$ cat src/iso_rx_consts.vh
// Register map and field positions of the isochronous receive unpacker
`ifndef ISO_RX_CONSTS_VH
`define ISO_RX_CONSTS_VH
`define OFS_UNPACK_CONTROL  12'h040
`define OFS_HEADER_ONE      12'h044
`define OFS_HEADER_TWO      12'h048
`define OFS_INT_ACK         12'h04C
`define OFS_INT_MASK        12'h050
`define BIT_RECEIVER_RESET  0
`define BIT_SYNC_STAMP_EN   1
`define BIT_PAD_LO          2
`define BIT_PAD_HI          3
`define BIT_RECEIVER_EN     4
`define BIT_SOURCE_READY    5
`define CTRL_RESET_VALUE    32'h00000000
`define CTRL_WRITE_MASK     32'h0000001F
`define INT_PACKET_DONE     0
`define INT_HEADER_BAD      1
`define INT_WIDTH           2
`define HQ2_MARK_EXPECTED   2'h2
`define STAMP_WIDTH         16
`endif

$ cat src/iso_rx_unpack_control.v
// Control, status and header capture of the isochronous receive unpacker
// Contract
// [RULE1] Read-only flag shows packet ready
// [RULE2] Enable sampled only at packet arrival
// [RULE3] Strip zero to three pad bytes
// [RULE4] Stamps processed only when enabled
// [RULE5] Reset bit holds receiver in reset
// [RULE6] Software holds reset one AV period
// [RULE7] Capture first header quadlet while running
// [RULE8] Top two bits are header marks
// [RULE9] Format value sits in bits 29..24
// [RULE10] FDF low, stamp in low sixteen
// [RULE11] Disable and drain before reset
// [RULE12] Software clears reset bit itself
//
// Our own choice: register access over APB.
`timescale 1ns/10ps
`include "iso_rx_consts.vh"
module iso_rx_unpack_control
(
   input  wire        sys_clk,
   input  wire        sys_rst,
   input  wire        clk_en,
   input  wire        psel,
   input  wire        penable,
   input  wire        pwrite,
   input  wire [11:0] paddr,
   input  wire [31:0] pwdata,
   output reg  [31:0] prdata,
   output reg         pready,
   output reg         pslverr,
   input  wire        pkt_start,
   input  wire        hdr_one_valid,
   input  wire        hdr_two_valid,
   input  wire [31:0] hdr_quadlet,
   input  wire        data_valid,
   input  wire        data_last,
   input  wire [31:0] data_quadlet,
   input  wire        source_packet_pending,
   output reg         out_valid,
   output reg  [31:0] out_data,
   output reg  [3:0]  out_bytes,
   output reg         out_last,
   output reg         stamp_valid,
   output reg  [15:0] stamp_value,
   output reg         receiver_in_reset,
   output reg         irq
);

   ////////////////////////////////////////////////////////////////////////
   // Registers
   reg [31:0] control_reg;
   reg [31:0] header_one_reg;
   reg [31:0] header_two_reg;
   reg [`INT_WIDTH-1:0] int_status_reg;
   reg [`INT_WIDTH-1:0] int_mask_reg;
   reg        active_reg;
   reg        in_packet_reg;
   reg        ready_s1_reg;
   reg        ready_s2_reg;
   reg        ready_s3_reg;
   reg        ready_reg;

   wire       bus_setup;
   wire       access;
   wire       wr_access;
   wire       int_clear;
   wire       addr_ok;
   wire       rx_reset;
   wire       sync_en;
   wire [1:0] pad_count;
   wire [3:0] byte_valid;
   wire [`INT_WIDTH-1:0] int_event;
   reg  [31:0] read_mux;

   // Setup phase is the only cycle that launches an answer
   assign bus_setup = psel & ~penable;
   // Access completes on the edge where the registered pready is seen
   assign access = psel & penable & pready;
   assign wr_access = access & pwrite;
   assign int_clear = wr_access & (paddr == `OFS_INT_ACK);
   assign addr_ok = (paddr == `OFS_UNPACK_CONTROL) |
                    (paddr == `OFS_HEADER_ONE) |
                    (paddr == `OFS_HEADER_TWO) |
                    (paddr == `OFS_INT_ACK) |
                    (paddr == `OFS_INT_MASK);
   // [RULE5] Reset bit level
   assign rx_reset = control_reg[`BIT_RECEIVER_RESET];
   assign sync_en = control_reg[`BIT_SYNC_STAMP_EN];
   assign pad_count = control_reg[`BIT_PAD_HI:`BIT_PAD_LO];

   // [RULE3] Pad byte mask
   pad_strip u_pad
   (
      .pad_count    (pad_count),
      .last_quadlet (data_last),
      .byte_valid   (byte_valid)
   );

   ////////////////////////////////////////////////////////////////////////
   // Pending flag from the buffer side, three-stage synchroniser
   always @(posedge sys_clk)
   begin
      if (sys_rst)
      begin
         ready_s1_reg <= 1'b0;
         ready_s2_reg <= 1'b0;
         ready_s3_reg <= 1'b0;
         ready_reg    <= 1'b0;
      end
      else if (clk_en)
      begin
         ready_s1_reg <= source_packet_pending;
         ready_s2_reg <= ready_s1_reg;
         ready_s3_reg <= ready_s2_reg;
         // [RULE1] Settled ready flag
         if (ready_s2_reg == ready_s3_reg)
            ready_reg <= ready_s3_reg & ~rx_reset;
      end
   end

   ////////////////////////////////////////////////////////////////////////
   // APB slave, no wait states
   always @*
   begin
      read_mux = 32'h00000000;
      case (paddr)
         `OFS_UNPACK_CONTROL:
         begin
            read_mux = control_reg & `CTRL_WRITE_MASK;
            read_mux[`BIT_SOURCE_READY] = ready_reg;
         end
         `OFS_HEADER_ONE: read_mux = header_one_reg;
         `OFS_HEADER_TWO: read_mux = header_two_reg;
         `OFS_INT_ACK:    read_mux[`INT_WIDTH-1:0] = int_status_reg;
         `OFS_INT_MASK:   read_mux[`INT_WIDTH-1:0] = int_mask_reg;
         default:         read_mux = 32'h00000000;
      endcase
   end

   always @(posedge sys_clk)
   begin
      if (sys_rst)
      begin
         pready  <= 1'b0;
         pslverr <= 1'b0;
         prdata  <= 32'h00000000;
      end
      else if (clk_en)
      begin
         pready  <= bus_setup;
         pslverr <= bus_setup & ~addr_ok;
         if (bus_setup & ~pwrite)
            prdata <= read_mux;
         else if (~psel)
            prdata <= 32'h00000000;
      end
   end

   always @(posedge sys_clk)
   begin
      if (sys_rst)
      begin
         control_reg  <= `CTRL_RESET_VALUE;
         int_mask_reg <= {`INT_WIDTH{1'b0}};
      end
      else if (clk_en & wr_access)
      begin
         if (paddr == `OFS_UNPACK_CONTROL)
            control_reg <= pwdata & `CTRL_WRITE_MASK;
         if (paddr == `OFS_INT_MASK)
            int_mask_reg <= pwdata[`INT_WIDTH-1:0];
      end
   end

   ////////////////////////////////////////////////////////////////////////
   // Receive path
   always @(posedge sys_clk)
   begin
      if (sys_rst)
      begin
         active_reg        <= 1'b0;
         in_packet_reg     <= 1'b0;
         header_one_reg    <= 32'h00000000;
         header_two_reg    <= 32'h00000000;
         out_valid         <= 1'b0;
         out_data          <= 32'h00000000;
         out_bytes         <= 4'h0;
         out_last          <= 1'b0;
         stamp_valid       <= 1'b0;
         stamp_value       <= 16'h0000;
         receiver_in_reset <= 1'b1;
      end
      else if (clk_en)
      begin
         receiver_in_reset <= rx_reset;
         out_valid   <= 1'b0;
         out_last    <= 1'b0;
         stamp_valid <= 1'b0;
         if (rx_reset)
         begin
            // [RULE5] Hold receiver idle
            active_reg    <= 1'b0;
            in_packet_reg <= 1'b0;
            out_bytes     <= 4'h0;
         end
         else
         begin
            if (pkt_start)
            begin
               // [RULE2] Enable sampled here
               active_reg    <= control_reg[`BIT_RECEIVER_EN];
               in_packet_reg <= control_reg[`BIT_RECEIVER_EN];
            end
            // [RULE7] Capture first header
            if (active_reg & hdr_one_valid)
               header_one_reg <= hdr_quadlet;
            if (active_reg & hdr_two_valid)
            begin
               // [RULE8] Marks, format, FDF
               header_two_reg <= hdr_quadlet;
               // [RULE4] Stamp only when enabled
               if (sync_en)
               begin
                  // [RULE10] Low sixteen bits
                  stamp_valid <= 1'b1;
                  stamp_value <= hdr_quadlet[`STAMP_WIDTH-1:0];
               end
            end
            if (active_reg & in_packet_reg & data_valid)
            begin
               out_valid <= 1'b1;
               out_data  <= data_quadlet;
               // [RULE3] Apply pad mask
               out_bytes <= byte_valid;
               out_last  <= data_last;
               if (data_last)
                  in_packet_reg <= 1'b0;
            end
         end
      end
   end

   ////////////////////////////////////////////////////////////////////////
   // Interrupts: set wins over write-one clear
   assign int_event[`INT_PACKET_DONE] = active_reg & in_packet_reg &
                                        data_valid & data_last & ~rx_reset;
   // [RULE8] Marks checked against expected
   assign int_event[`INT_HEADER_BAD] = active_reg & hdr_two_valid &
      ~rx_reset & (hdr_quadlet[31:30] != `HQ2_MARK_EXPECTED);

   // One sticky status bit per event source
   genvar g;
   generate
      for (g = 0; g < `INT_WIDTH; g = g + 1)
      begin : g_int
         always @(posedge sys_clk)
         begin
            if (sys_rst)
               int_status_reg[g] <= 1'b0;
            else if (clk_en)
            begin
               // Set wins so an event in the clear cycle is not lost
               if (int_event[g])
                  int_status_reg[g] <= 1'b1;
               else if (int_clear & pwdata[g])
                  int_status_reg[g] <= 1'b0;
            end
         end
      end
   endgenerate

   ////////////////////////////////////////////////////////////////////////
   // Level interrupt, registered so the pin comes from a flip-flop
   always @(posedge sys_clk)
   begin
      if (sys_rst)
         irq <= 1'b0;
      else if (clk_en)
         irq <= |(int_status_reg & int_mask_reg);
   end
endmodule

$ cat src/pad_strip.v
// Byte enable mask for the last quadlet after pad stripping
`timescale 1ns/10ps
module pad_strip
(
   input  wire [1:0] pad_count,
   input  wire       last_quadlet,
   output reg  [3:0] byte_valid
);
   always @*
   begin
      byte_valid = 4'hF;
      if (last_quadlet)
      begin
         case (pad_count)
            2'h0:    byte_valid = 4'hF;
            2'h1:    byte_valid = 4'hE;
            2'h2:    byte_valid = 4'hC;
            2'h3:    byte_valid = 4'h8;
            default: byte_valid = 4'hF;
         endcase
      end
   end
endmodule

$ cat config.mk
export PLATFORM = sky130hd
export DESIGN_NAME = iso_rx_unpack_control
export DESIGN_NICKNAME = d
export VERILOG_FILES = /design/src/iso_rx_unpack_control.v /design/src/pad_strip.v
export VERILOG_INCLUDE_DIRS = /design/src
export SDC_FILE = /design/constraint.sdc
export NUM_CORES = 1
export LEC_CHECK = 0
export BUFFER_PORTS_ARGS = -buffer_cell sky130_fd_sc_hd__clkbuf_2
export CORE_AREA = 2 2 151 153
export DETAILED_ROUTE_END_ITERATION = 10
export DIE_AREA = 0 0 153 155
export PLACE_DENSITY_LB_ADDON = 0.05
export SLEW_MARGIN = 20
export SYNTH_ARGS = -nofsm -noshare
export SYNTH_HDL_FRONTEND = slang
export SYNTH_SLANG_ARGS = --single-unit
$ cat constraint.sdc
create_clock -name sys_clk -period 2.3 [get_ports sys_clk]
set_input_delay 0.46 -clock sys_clk [delete_from_list [all_inputs] [get_ports sys_clk]]
set_output_delay 0.46 -clock sys_clk [all_outputs]
set_load 0.01 [all_outputs]
==> results by group, run 1 <==
Logic synthesis
  • Library cells used by synthesis: 46
  • Synth Area in Adders: 0
  • Synth Instances: 785
  • Ys Warns: 0
  • Largest family of logic cells by synthesized area: simple AND/OR/NAND/NOR gates
  • Asr flop ratio synth: 0
  • Synthesis-stage register bit count: 170
  • Seq/Total Area, Yosys: 0.519
  • Multiplexer share of the synthesized area: 0.0193
  • Avg Cell Area, Syn: 8.36 um2
  • Post-Synthesis Cell Area: 6560 um2
  • Compound-gate portion of the synthesized area: 0.200
  • Syn_nets: approximately 900
  • Synth Area in Simple Gates: 0.219
  • Top_reg_cell synth: dfxtp_1
  • Xor/xnor share of the synthesized area: 0
  • EDFF count, synth: 0

Worst hold path
  • Hold path startpoint: data_quadlet[12]
  • Hold Crit Class: input pin to flip-flop
  • Hold Path Depth: 3
  • Hold EP: out_data[12]$_SDFFE_PP0P_

Drt
  • First drt pass iteration count: 4
  • 1st-iter DRT viols: 308
  • Via density: 4.77
  • Total Wirelength: around 21000 um
  • Remaining antenna violation count after routing: 0
  • Post-route DRC: 0
  • Detailed-route via count: slightly below 6k
  • WL per Instance: around 17 um

Clock network
  • Clock sinks: 170
  • CTS Buffer Depth: 2
  • Post-cts sizing count: 0
  • CTS H-tree depth: 4
  • CTS clk-pin slew, worst paths: roughly 0.070 ns
  • TritonCTS Buffers: 17
  • CTS tree: done
  • Clock Tree Root: clkbuf_16
  • Postcts setup bufs: 0
  • CTS Hold Bufs: 0
  • Worst skew pair latency: 0.43 ns

Worst setup path
  • Worst r2r src: control_reg[0]$_SDFFE_PP0P_
  • CP Launch Type: input pin
  • FF-to-FF path depth: 6
  • Endpoint class of the critical path: flip-flop
  • CP cell instances: clkbuf_2 -> or4_4 -> or4_1 -> buf_4 -> o21ai_1 -> a21oi_1
  • R2R setup slack: ~0.71 ns
  • Crit path max-delay cell type: or4_4
  • Crit-path max cell delay: 0.56 ns
  • Crit path from: paddr[9]
  • Signal arrival time at the worst endpoint: ~2.1 ns
  • Reg2reg end: int_status_reg[0]$_SDFFE_PP0P_
  • Worst Path Max Fanout: 9
  • WP data required: 2.58 ns
  • CP Class: input pin to flip-flop

Timing
  • Unrepaired setup endpoints after global routing: false
  • Final setup violating endpoints: 0
  • Final worst clock skew: 0.0148 ns
  • Max-slew headroom: 0.365
  • Fin worst setup slack: 0.520 ns
  • Final hold violation count: 0
  • Tcrit/Tclk final: 0.774
  • Min cycle time layout: 1.78 ns
  • Setup TNS: 0 ns
  • FMAX: about 560 MHz
  • Least-Margin Pin Slew: 0.950 ns
  • Slew Viols, Final: 0

Finish
  • Synth-to-Final Area Change: 29.4%
  • Layout cells sized above 1: 0.258
  • Ant. Diodes: 0
  • Commonest non-fill, non-tap cells in the layout: 242 x nand2_1, 182 x clkbuf_2, 170 x dfxtp_1
  • Finished Layout Cells: 1251
  • Most common cell after layout, fill and taps aside: nand2_1
  • Nets: 1073
  • Fillers: 2373

Placement
  • RePlAce Congestion: approximately 0.73
  • Setup slack after placement: 0.0919 ns
  • Detail Placement HPWL: 13700 um
  • Port Buffers: 183
  • Inst Count DP: 1219

Floorplanning
  • Die area: 23700 um2
  • Die Span X: 153 um
  • Area of the core: 22200 um2
  • Initial Utilization: 0.295
  • # rows: between 50 and 60
  • # IOs: 211
  • Chip height: between 150 and 200 um

Global route
  • GR peak layer: met2
  • Global routing usage on met1: 0.243
  • Largest net degree at the start of global routing: 102
  • First-pass GRT wire length: 33000 um
  • GR Overflow Total: 0
  • Met2 usage: 0.278
  • Global Route Usage Sum: 0.176
  • Grt met3 use: 0.0412
  • Vias in the first global route: 5808
  • Initial antenna violation count: 0

Pwr
  • PD cells: 745 nW/um2
  • Max IR drop VDD: approximately 0.46 mV
  • Static leakage power: 3.45 nW

Job
  • Max_cap viols: 0

Outcome
  • Outcome: finished, final reports clean
worst max-delay path by stage:
stage / endpoint / slack, ns / cells past startpoint
floorplan: int_status_reg[0]$_SDFFE_PP0P_ / 0.32 / 5
global placement: int_status_reg[1]$_SDFFE_PP0P_ / 0.11 / 6
global route: int_status_reg[1]$_SDFFE_PP0P_ / 0.47 / 6
CTS: int_status_reg[1]$_SDFFE_PP0P_ / 0.53 / 6
finish: int_status_reg[1]$_SDFFE_PP0P_ / 0.52 / 6
detailed placement: int_status_reg[1]$_SDFFE_PP0P_ / 0.09 / 6
synth_stat cells (all sizes together), types with 3 or more instances:
master | count | share of area
nor2 | 14 | 0.0080
a21oi | 129 | 0.098
clkbuf | 43 | 0.025
inv | 5 | 0.0029
nor2b | 3 | 0.0029
nand2b | 3 | 0.0029
o2bb2ai | 4 | 0.0053
a21o | 26 | 0.030
mux2i | 7 | 0.011
dfxtp | 170 | 0.52
nor3b | 26 | 0.030
nand4 | 9 | 0.0086
a22o | 26 | 0.035
a22oi | 6 | 0.0069
a211oi | 3 | 0.0034
and3 | 3 | 0.0029
nand2 | 242 | 0.14
buf | 17 | 0.015
o21ai | 17 | 0.013
nor3 | 3 | 0.0023
nand3 | 5 | 0.0038
layout make-up:
class / instances / area, um2 / area share
multi-input combinational: 550 / 2890 / 0.341
clock buffer: 19 / 443 / 0.0521
tap: 285 / 357 / 0.0420
timing repair buffer: 209 / 1190 / 0.140
inverter: 5 / 18.8 / 0.00221
sequential: 170 / 3400 / 0.401
clock inverter: 13 / 190 / 0.0224
critical path, delay by kind of cell:
kind	cells	cell delay, ns
AOI/OAI and AO/OA	2	0.24
and+or+nand+nor	2	1.09
buffers and inverters	2	0.27
routing by layer:
| layer | part of all wire | vias to the layer above |
|---|---|---|
| li1 | - | 3024 |
| met1 | 0.50 | 2793 |
| met2 | 0.45 | 136 |
| met3 | 0.044 | 17 |
| met4 | 0.012 | 0 |
| met5 | 0 | - |
stage by stage:
stage	hold WS, ns	cell area (um2)	utilization	power, mW
3_5_place_dp	0.437	7860	0.354	3.29
6_report	0.243	8490	0.382	6.33
2_1_floorplan	0.426	6560	-	3.12
4_1_cts	0.219	8490	0.382	6.43
5_1_grt	0.226	8490	0.382	6.57
3_3_place_gp	0.438	7860	0.354	3.29
report_power, final:
part	switching, mW	internal, mW	leakage, nW
registers	0.00370	2.95	1.37
logic	0.173	0.0941	1.79
clock network	1.25	1.86	0.297
total	1.43	4.90	3.45
cells by family (layout without fill, tap and decap cells):
logic type	count (synthesis)	after routing
compound gates	218	218
buf+inv	65	246
flops	170	170
mux	10	10
simple gates	322	322
No activity file was read; power rests on OpenSTA's default activity.
==> run 2, diff against run 1 <==
- clock period: 2.3 -> 1.6 ns (I/O delays scaled with it)
==> run 2 against run 1 <==
Net effect:
- combinational power rose by 55%
- cell count rose by 1.4%
- die area did not move
- largest cell class unchanged
- non-clock buffer count rose by 17
==> results by group, run 2 (synthesized netlist as in run 1, its figures left out) <==
Finish
  • FF/Latch Area: 3400 um2 (unchanged)
  • Commonest non-fill, non-tap cells in the layout: 242 x nand2_1, 182 x clkbuf_2, 170 x dfxtp_1 (unchanged)
  • Multi-input gate area: 2890 um2 (about the same)
  • Fillers: 2349 (was 2373)
  • Fin area: 8660 um2 (was 8490 um2)
  • Synth-to-Final Area Change: 32.0% (was 29.4%)
  • Most common cell after layout, fill and taps aside: nand2_1 (unchanged)
  • Ant. Diodes: 0 (unchanged)
  • Layout cells sized above 1: 0.270 (was 0.258)
  • Nets: 1090 (was 1073)

Clock network
  • CTS Buffer Depth: 2 (unchanged)
  • Worst skew pair latency: 0.42 ns (was 0.43 ns)
  • Clock Tree Root: clkbuf_16 (unchanged)
  • TritonCTS Buffers: 17 (unchanged)
  • Post-cts sizing count: 0 (unchanged)
  • CTS tree: done (unchanged)
  • Postcts setup bufs: 0 (unchanged)
  • CTS clk-pin slew, worst paths: 0.07 ns (about the same)
  • CTS Hold Bufs: 0 (unchanged)
  • Clock sinks: 170 (unchanged)
  • CTS H-tree depth: 4 (unchanged)

Global route
  • Vias in the first global route: 5946 (was 5808)
  • GR peak layer: met2 (unchanged)
  • GR Overflow Total: 0 (unchanged)
  • First-pass GRT wire length: 33100 um (was 33000 um)
  • Initial antenna violation count: 0 (unchanged)
  • Global Route Usage Sum: 0.177 (was 0.176)
  • Grt met3 use: 0.0490 (was 0.0412)
  • Global routing usage on met1: 0.232 (was 0.243)
  • Largest net degree at the start of global routing: 95 (was 102)
  • Met2 usage: 0.292 (was 0.278)

Timing
  • Max-slew headroom: 0.682 (was 0.365)
  • Min cycle time layout: 1.51 ns
  • Unrepaired setup endpoints after global routing: false (unchanged)
  • Final worst clock skew: 0.00975 ns (was 0.0148 ns)
  • Hold Slack: 0.114 ns (was 0.243 ns)
  • Least-Margin Pin Slew: 0.476 ns (was 0.950 ns)
  • FMAX: 662 MHz
  • Tcrit/Tclk final: 0.944
  • Final setup violating endpoints: 0 (unchanged)
  • Setup TNS: 0 ns (unchanged)
  • Slew Viols, Final: 0 (unchanged)
  • Final hold violation count: 0 (unchanged)

Floorplanning
  • Area of the core: 22200 um2 (unchanged)
  • # rows: 55 (unchanged)
  • # IOs: 211 (unchanged)
  • Die Span X: 153 um (unchanged)
  • Chip height: 155 um (unchanged)
  • Initial Utilization: 0.295 (unchanged)
  • Die area: 23700 um2 (unchanged)

Pwr
  • Static leakage power: 3.56 nW (was 3.45 nW)
  • Clock share of power: 0.475 (was 0.492)
  • Pint: 6.88 mW (was 4.90 mW)
  • PD cells: 1020 nW/um2 (was 745 nW/um2)
  • Max IR drop VDD: 0.592 mV (was 0.464 mV)
  • P_sw: 2.00 mW (was 1.43 mW)
  • Logic pwr share: 0.047 (was 0.042)
  • Reg power frac: 0.478 (was 0.466)
  • Switching Fraction: 0.225 (was 0.226)

Worst setup path
  • R2R setup slack: 0.15 ns (was 0.71 ns)
  • Worst Path Max Fanout: 26 (was 9)
  • Endpoint class of the critical path: flip-flop (unchanged)
  • Signal arrival time at the worst endpoint: 1.87 ns (was 2.06 ns)
  • CP Class: input pin to flip-flop (unchanged)
  • CP Launch Type: input pin (unchanged)
  • WP data required: 1.96 ns (was 2.58 ns)

Placement
  • Detail Placement HPWL: 13700 um (about the same)
  • RePlAce Congestion: 0.764 (was 0.729)
  • Port Buffers: 183 (unchanged)
  • Placed cell area: 8060 um2 (was 7860 um2)

Drt
  • 1st-iter DRT viols: 341 (was 308)
  • Total Wirelength: 20700 um (was 20900 um)
  • WL per Instance: 16.3 um (was 16.7 um)
  • Detailed-route via count: 5990 (was 5970)
  • Via density: 4.72 (was 4.77)
  • Remaining antenna violation count after routing: 0 (unchanged)
  • First drt pass iteration count: 5 (was 4)
  • Post-route DRC: 0 (unchanged)

Outcome
  • Outcome: finished, final reports clean (unchanged)

Job
  • Max_cap viols: 0 (unchanged)

Worst hold path
  • Hold Crit Class: input pin to flip-flop (unchanged)
-- run 2: cell types whose count changed in the layout (fill, tap and decap cells not counted), sizes merged --
| cell | before | now |
|---|---|---|
| clkbuf | 201 | 205 |
| bufinv | 4 | 2 |
| inv | 8 | 6 |
| buf | 27 | 44 |
-- run 2: worst paths after layout --
path / to / from / depth (start not counted)
setup / recovery: prdata[31]$_SDFFE_PP0P_ / paddr[10] / 6
hold / removal: out_data[25]$_SDFFE_PP0P_ / data_quadlet[25] / 3
setup reg to reg: control_reg[0]$_SDFFE_PP0P_ / pready$_SDFFE_PP0P_ / 4
hold reg to reg: out_data[17]$_SDFFE_PP0P_ / out_data[17]$_SDFFE_PP0P_ / 2
-- run 2: critical path, cell delays in order --
cell and delay (ns):
clkbuf_2 0.08, or4_4 0.56, and4bb_1 0.35, and3_1 0.22
buf_12 0.20, a21o_1 0.13
-- run 2: through the flow --
stage | total power, mW | std cells | utilization | worst slack, ns
after global routing | 9.23 | 1268 | 0.390 | 0.0153
after CTS | 9.02 | 1268 | 0.390 | 0.0850
final | 8.87 | 1268 | 0.390 | 0.0898
after floorplan | 4.48 | 785 | - | -0.121
after global placement | 4.76 | 1236 | 0.363 | -0.336
after detailed placement | 4.76 | 1236 | 0.363 | -0.344
-- run 2: metal layers --
| layer | vias up | part of all wire |
|---|---|---|
| met5 | - | 0 |
| met4 | 0 | 0.0059 |
| met3 | 7 | 0.055 |
| met2 | 151 | 0.46 |
| met1 | 2776 | 0.48 |
| li1 | 3056 | - |
-- run 2: power groups by stage --
| stage | Combinational [mW] | Sequential [mW] | Clock, mW |
|---|---|---|---|
| global route | 0.455 | 4.24 | 4.53 |
| floorplan | 0.143 | 4.34 | 0 |
| detailed placement | 0.419 | 4.34 | 0 |
| global placement | 0.422 | 4.34 | 0 |
| CTS | 0.421 | 4.24 | 4.35 |
| finish | 0.414 | 4.24 | 4.22 |
-- run 2: area by class of cell --
| type | instances | share of cell area |
|---|---|---|
| clock buffers | 23 | 0.0564 |
| clock inverters | 9 | 0.0130 |
| inverters | 5 | 0.00217 |
| multi-input cells | 550 | 0.334 |
| flip-flops and latches | 170 | 0.393 |
| well taps | 285 | 0.0412 |
| repair buffers | 226 | 0.161 |
==> run 3, diff against run 2 <==
- CTS_BUF_LIST: not set -> sky130_fd_sc_hd__clkbuf_8
- MAX_ROUTING_LAYER: not set -> met4
==> run 3 against run 2 <==
Net effect:
- sequential share of layout area rose by 0.89 points
- die area did not move
- fmax increased by 2.2%
- power shrank 12%
- via count is 0.27% lower
- cell count stayed put
- global-route usage grew 0.48 points
- largest cell class unchanged
- register-to-register slack barely moved
- hold slack got worse by 0.042 ns
- worst setup slack gained 0.033 ns
- highest routed layer unchanged
- clock power is 25% lower
==> results by group, run 3 (synthesized netlist as in run 1, its figures left out) <==
Worst setup path
  • Crit path max-delay cell type: or4_4 (unchanged)
  • FF-to-FF path depth: 4 (unchanged)
  • Endpoint class of the critical path: flip-flop (unchanged)
  • Crit-path max cell delay: 0.56 ns (about the same)
  • R2R setup slack: 0.14 ns (was 0.15 ns)
  • Reg2reg end: control_reg[0]$_SDFFE_PP0P_ (unchanged)
  • Worst r2r src: pready$_SDFFE_PP0P_ (unchanged)
  • CP Launch Type: input pin (unchanged)
  • CP cell instances: clkbuf_2 -> or4_4 -> and4bb_1 -> and3_1 -> buf_12 -> a21o_1 (unchanged)
  • Worst Path Max Fanout: 26 (unchanged)
  • Signal arrival time at the worst endpoint: 1.87 ns (about the same)
  • WP data required: 2.00 ns (was 1.96 ns)
  • CP Class: input pin to flip-flop (unchanged)

Drt
  • Post-route DRC: 0 (unchanged)
  • 1st-iter DRT viols: 342 (was 341)
  • Remaining antenna violation count after routing: 0 (unchanged)
  • WL per Instance: 16.3 um (about the same)
  • First drt pass iteration count: 4 (was 5)
  • Total Wirelength: 20600 um (was 20700 um)
  • Detailed-route via count: 5974 (was 5990)
  • Via density: 4.71 (was 4.72)

Global route
  • Global Route Usage Sum: 0.182 (was 0.177)
  • GR Overflow Total: 0 (unchanged)
  • Largest net degree at the start of global routing: 95 (unchanged)
  • Initial antenna violation count: 0 (unchanged)
  • First-pass GRT wire length: 33000 um (was 33100 um)
  • Vias in the first global route: 5890 (was 5946)

Clock network
  • CTS Buffer Depth: 2 (unchanged)
  • Post-cts sizing count: 0 (unchanged)
  • TritonCTS Buffers: 17 (unchanged)
  • CTS Hold Bufs: 0 (unchanged)
  • Postcts setup bufs: 0 (unchanged)
  • CTS clk-pin slew, worst paths: 0.10 ns (was 0.07 ns)
  • Worst skew pair latency: 0.46 ns (was 0.42 ns)
  • Clock Tree Root: clkbuf_8 (was clkbuf_16)
  • CTS tree: done (unchanged)
  • CTS H-tree depth: 4 (unchanged)
  • Clock sinks: 170 (unchanged)

Pwr
  • Static leakage power: 3.48 nW (was 3.56 nW)
  • PD cells: 924 nW/um2 (was 1020 nW/um2)
  • Max IR drop VDD: 0.481 mV (was 0.592 mV)

Finish
  • Commonest non-fill, non-tap cells in the layout: 242 x nand2_1, 182 x clkbuf_2, 170 x dfxtp_1 (unchanged)
  • Nets: 1090 (unchanged)
  • Fin util: 0.381 (was 0.390)
  • Synth-to-Final Area Change: 29.0% (was 32.0%)
  • Multi-input gate area: 2890 um2 (unchanged)
  • Layout cells sized above 1: 0.270 (unchanged)
  • Ant. Diodes: 0 (unchanged)
  • Fillers: 2367 (was 2349)
  • Most common cell after layout, fill and taps aside: nand2_1 (unchanged)
  • FF/Latch Area: 3400 um2 (unchanged)

Worst hold path
  • Hold path startpoint: data_quadlet[25] (unchanged)
  • Hold Crit Class: input pin to flip-flop (unchanged)
  • Hold Path Depth: 3 (unchanged)
  • Hold EP: out_data[25]$_SDFFE_PP0P_ (unchanged)

Timing
  • Min cycle time layout: 1.48 ns (was 1.51 ns)
  • Final hold violation count: 0 (unchanged)
  • Max-slew headroom: 0.659 (was 0.682)
  • Tcrit/Tclk final: 0.923 (was 0.944)
  • Slew Viols, Final: 0 (unchanged)
  • Unrepaired setup endpoints after global routing: false (unchanged)
  • Final worst clock skew: 0.0145 ns (was 0.00975 ns)
  • Least-Margin Pin Slew: 0.511 ns (was 0.476 ns)
  • FMAX: 677 MHz (was 662 MHz)
  • Final setup violating endpoints: 0 (unchanged)
  • Hold Slack: 0.0717 ns (was 0.114 ns)

Placement
  • Detail Placement HPWL: 13700 um (unchanged)
  • Port Buffers: 183 (unchanged)
  • RePlAce Congestion: 0.774 (was 0.764)

Floorplanning
  • Die Span X: 153 um (unchanged)
  • # rows: 55 (unchanged)
  • Die area: 23700 um2 (unchanged)
  • Area of the core: 22200 um2 (unchanged)
  • # IOs: 211 (unchanged)
  • Chip height: 155 um (unchanged)
  • Initial Utilization: 0.295 (unchanged)

Job
  • Max_cap viols: 0 (unchanged)

Outcome
  • Outcome: finished, final reports clean (unchanged)
==> run 3: metrics by stage <==
step / area [um2] / setup TNS [ns] / power [mW] / cells / setup slack [ns]
after global placement: 8060 / -12.41 / 4.76 / 1236 / -0.336
after CTS: 8470 / 0 / 7.97 / 1268 / 0.133
after floorplan: 6580 / -3.53 / 4.48 / 785 / -0.121
after detailed placement: 8060 / -12.77 / 4.76 / 1236 / -0.344
after global routing: 8470 / 0 / 8.17 / 1268 / 0.0456
final: 8470 / 0 / 7.82 / 1268 / 0.123
==> run 3: layer usage <==
layer | track usage | up-vias | wire, um
li1 | - | 3049 | -
met5 | - | - | 0
met4 | 0.0397 | 0 | 156
met2 | 0.289 | 150 | 9530
met3 | 0.0474 | 12 | 1090
met1 | 0.234 | 2763 | 9840
==> run 3: worst max path at each step <==
stage / from / to / slack, ns
2_1_floorplan: paddr[10] / control_reg[0]$_SDFFE_PP0P_ / -0.12
3_3_place_gp: paddr[10] / prdata[6]$_SDFFE_PP0P_ / -0.34
3_5_place_dp: paddr[10] / prdata[6]$_SDFFE_PP0P_ / -0.34
4_1_cts: paddr[10] / prdata[31]$_SDFFE_PP0P_ / 0.13
5_1_grt: control_reg[0]$_SDFFE_PP0P_ / stamp_value[14]$_SDFFE_PP0P_ / 0.05
6_report: paddr[10] / prdata[31]$_SDFFE_PP0P_ / 0.12
==> run 3: power breakdown <==
| group | switching [mW] | total (mW) | internal [mW] |
|---|---|---|---|
| logic | 0.247 | 0.413 | 0.166 |
| registers | 0.00501 | 4.24 | 4.23 |
| clock network | 1.62 | 3.17 | 1.55 |
==> run 3: layout make-up <==
| cell class | instances | area share |
|---|---|---|
| Clock buffer | 21 | 0.0341 |
| Clock inverter | 11 | 0.0142 |
| Inverter | 5 | 0.00222 |
| Multi-Input combinational cell | 550 | 0.341 |
| Sequential cell | 170 | 0.402 |
| Tap cell | 285 | 0.0421 |
| Timing Repair Buffer | 226 | 0.164 |
==> run 3: critical path, delay by kind of cell <==
kind                   cells  cell delay, ns
AND/OR/NAND/NOR            3            1.13
buffers and inverters      2            0.28
AO/OA/AOI/OAI              1            0.13
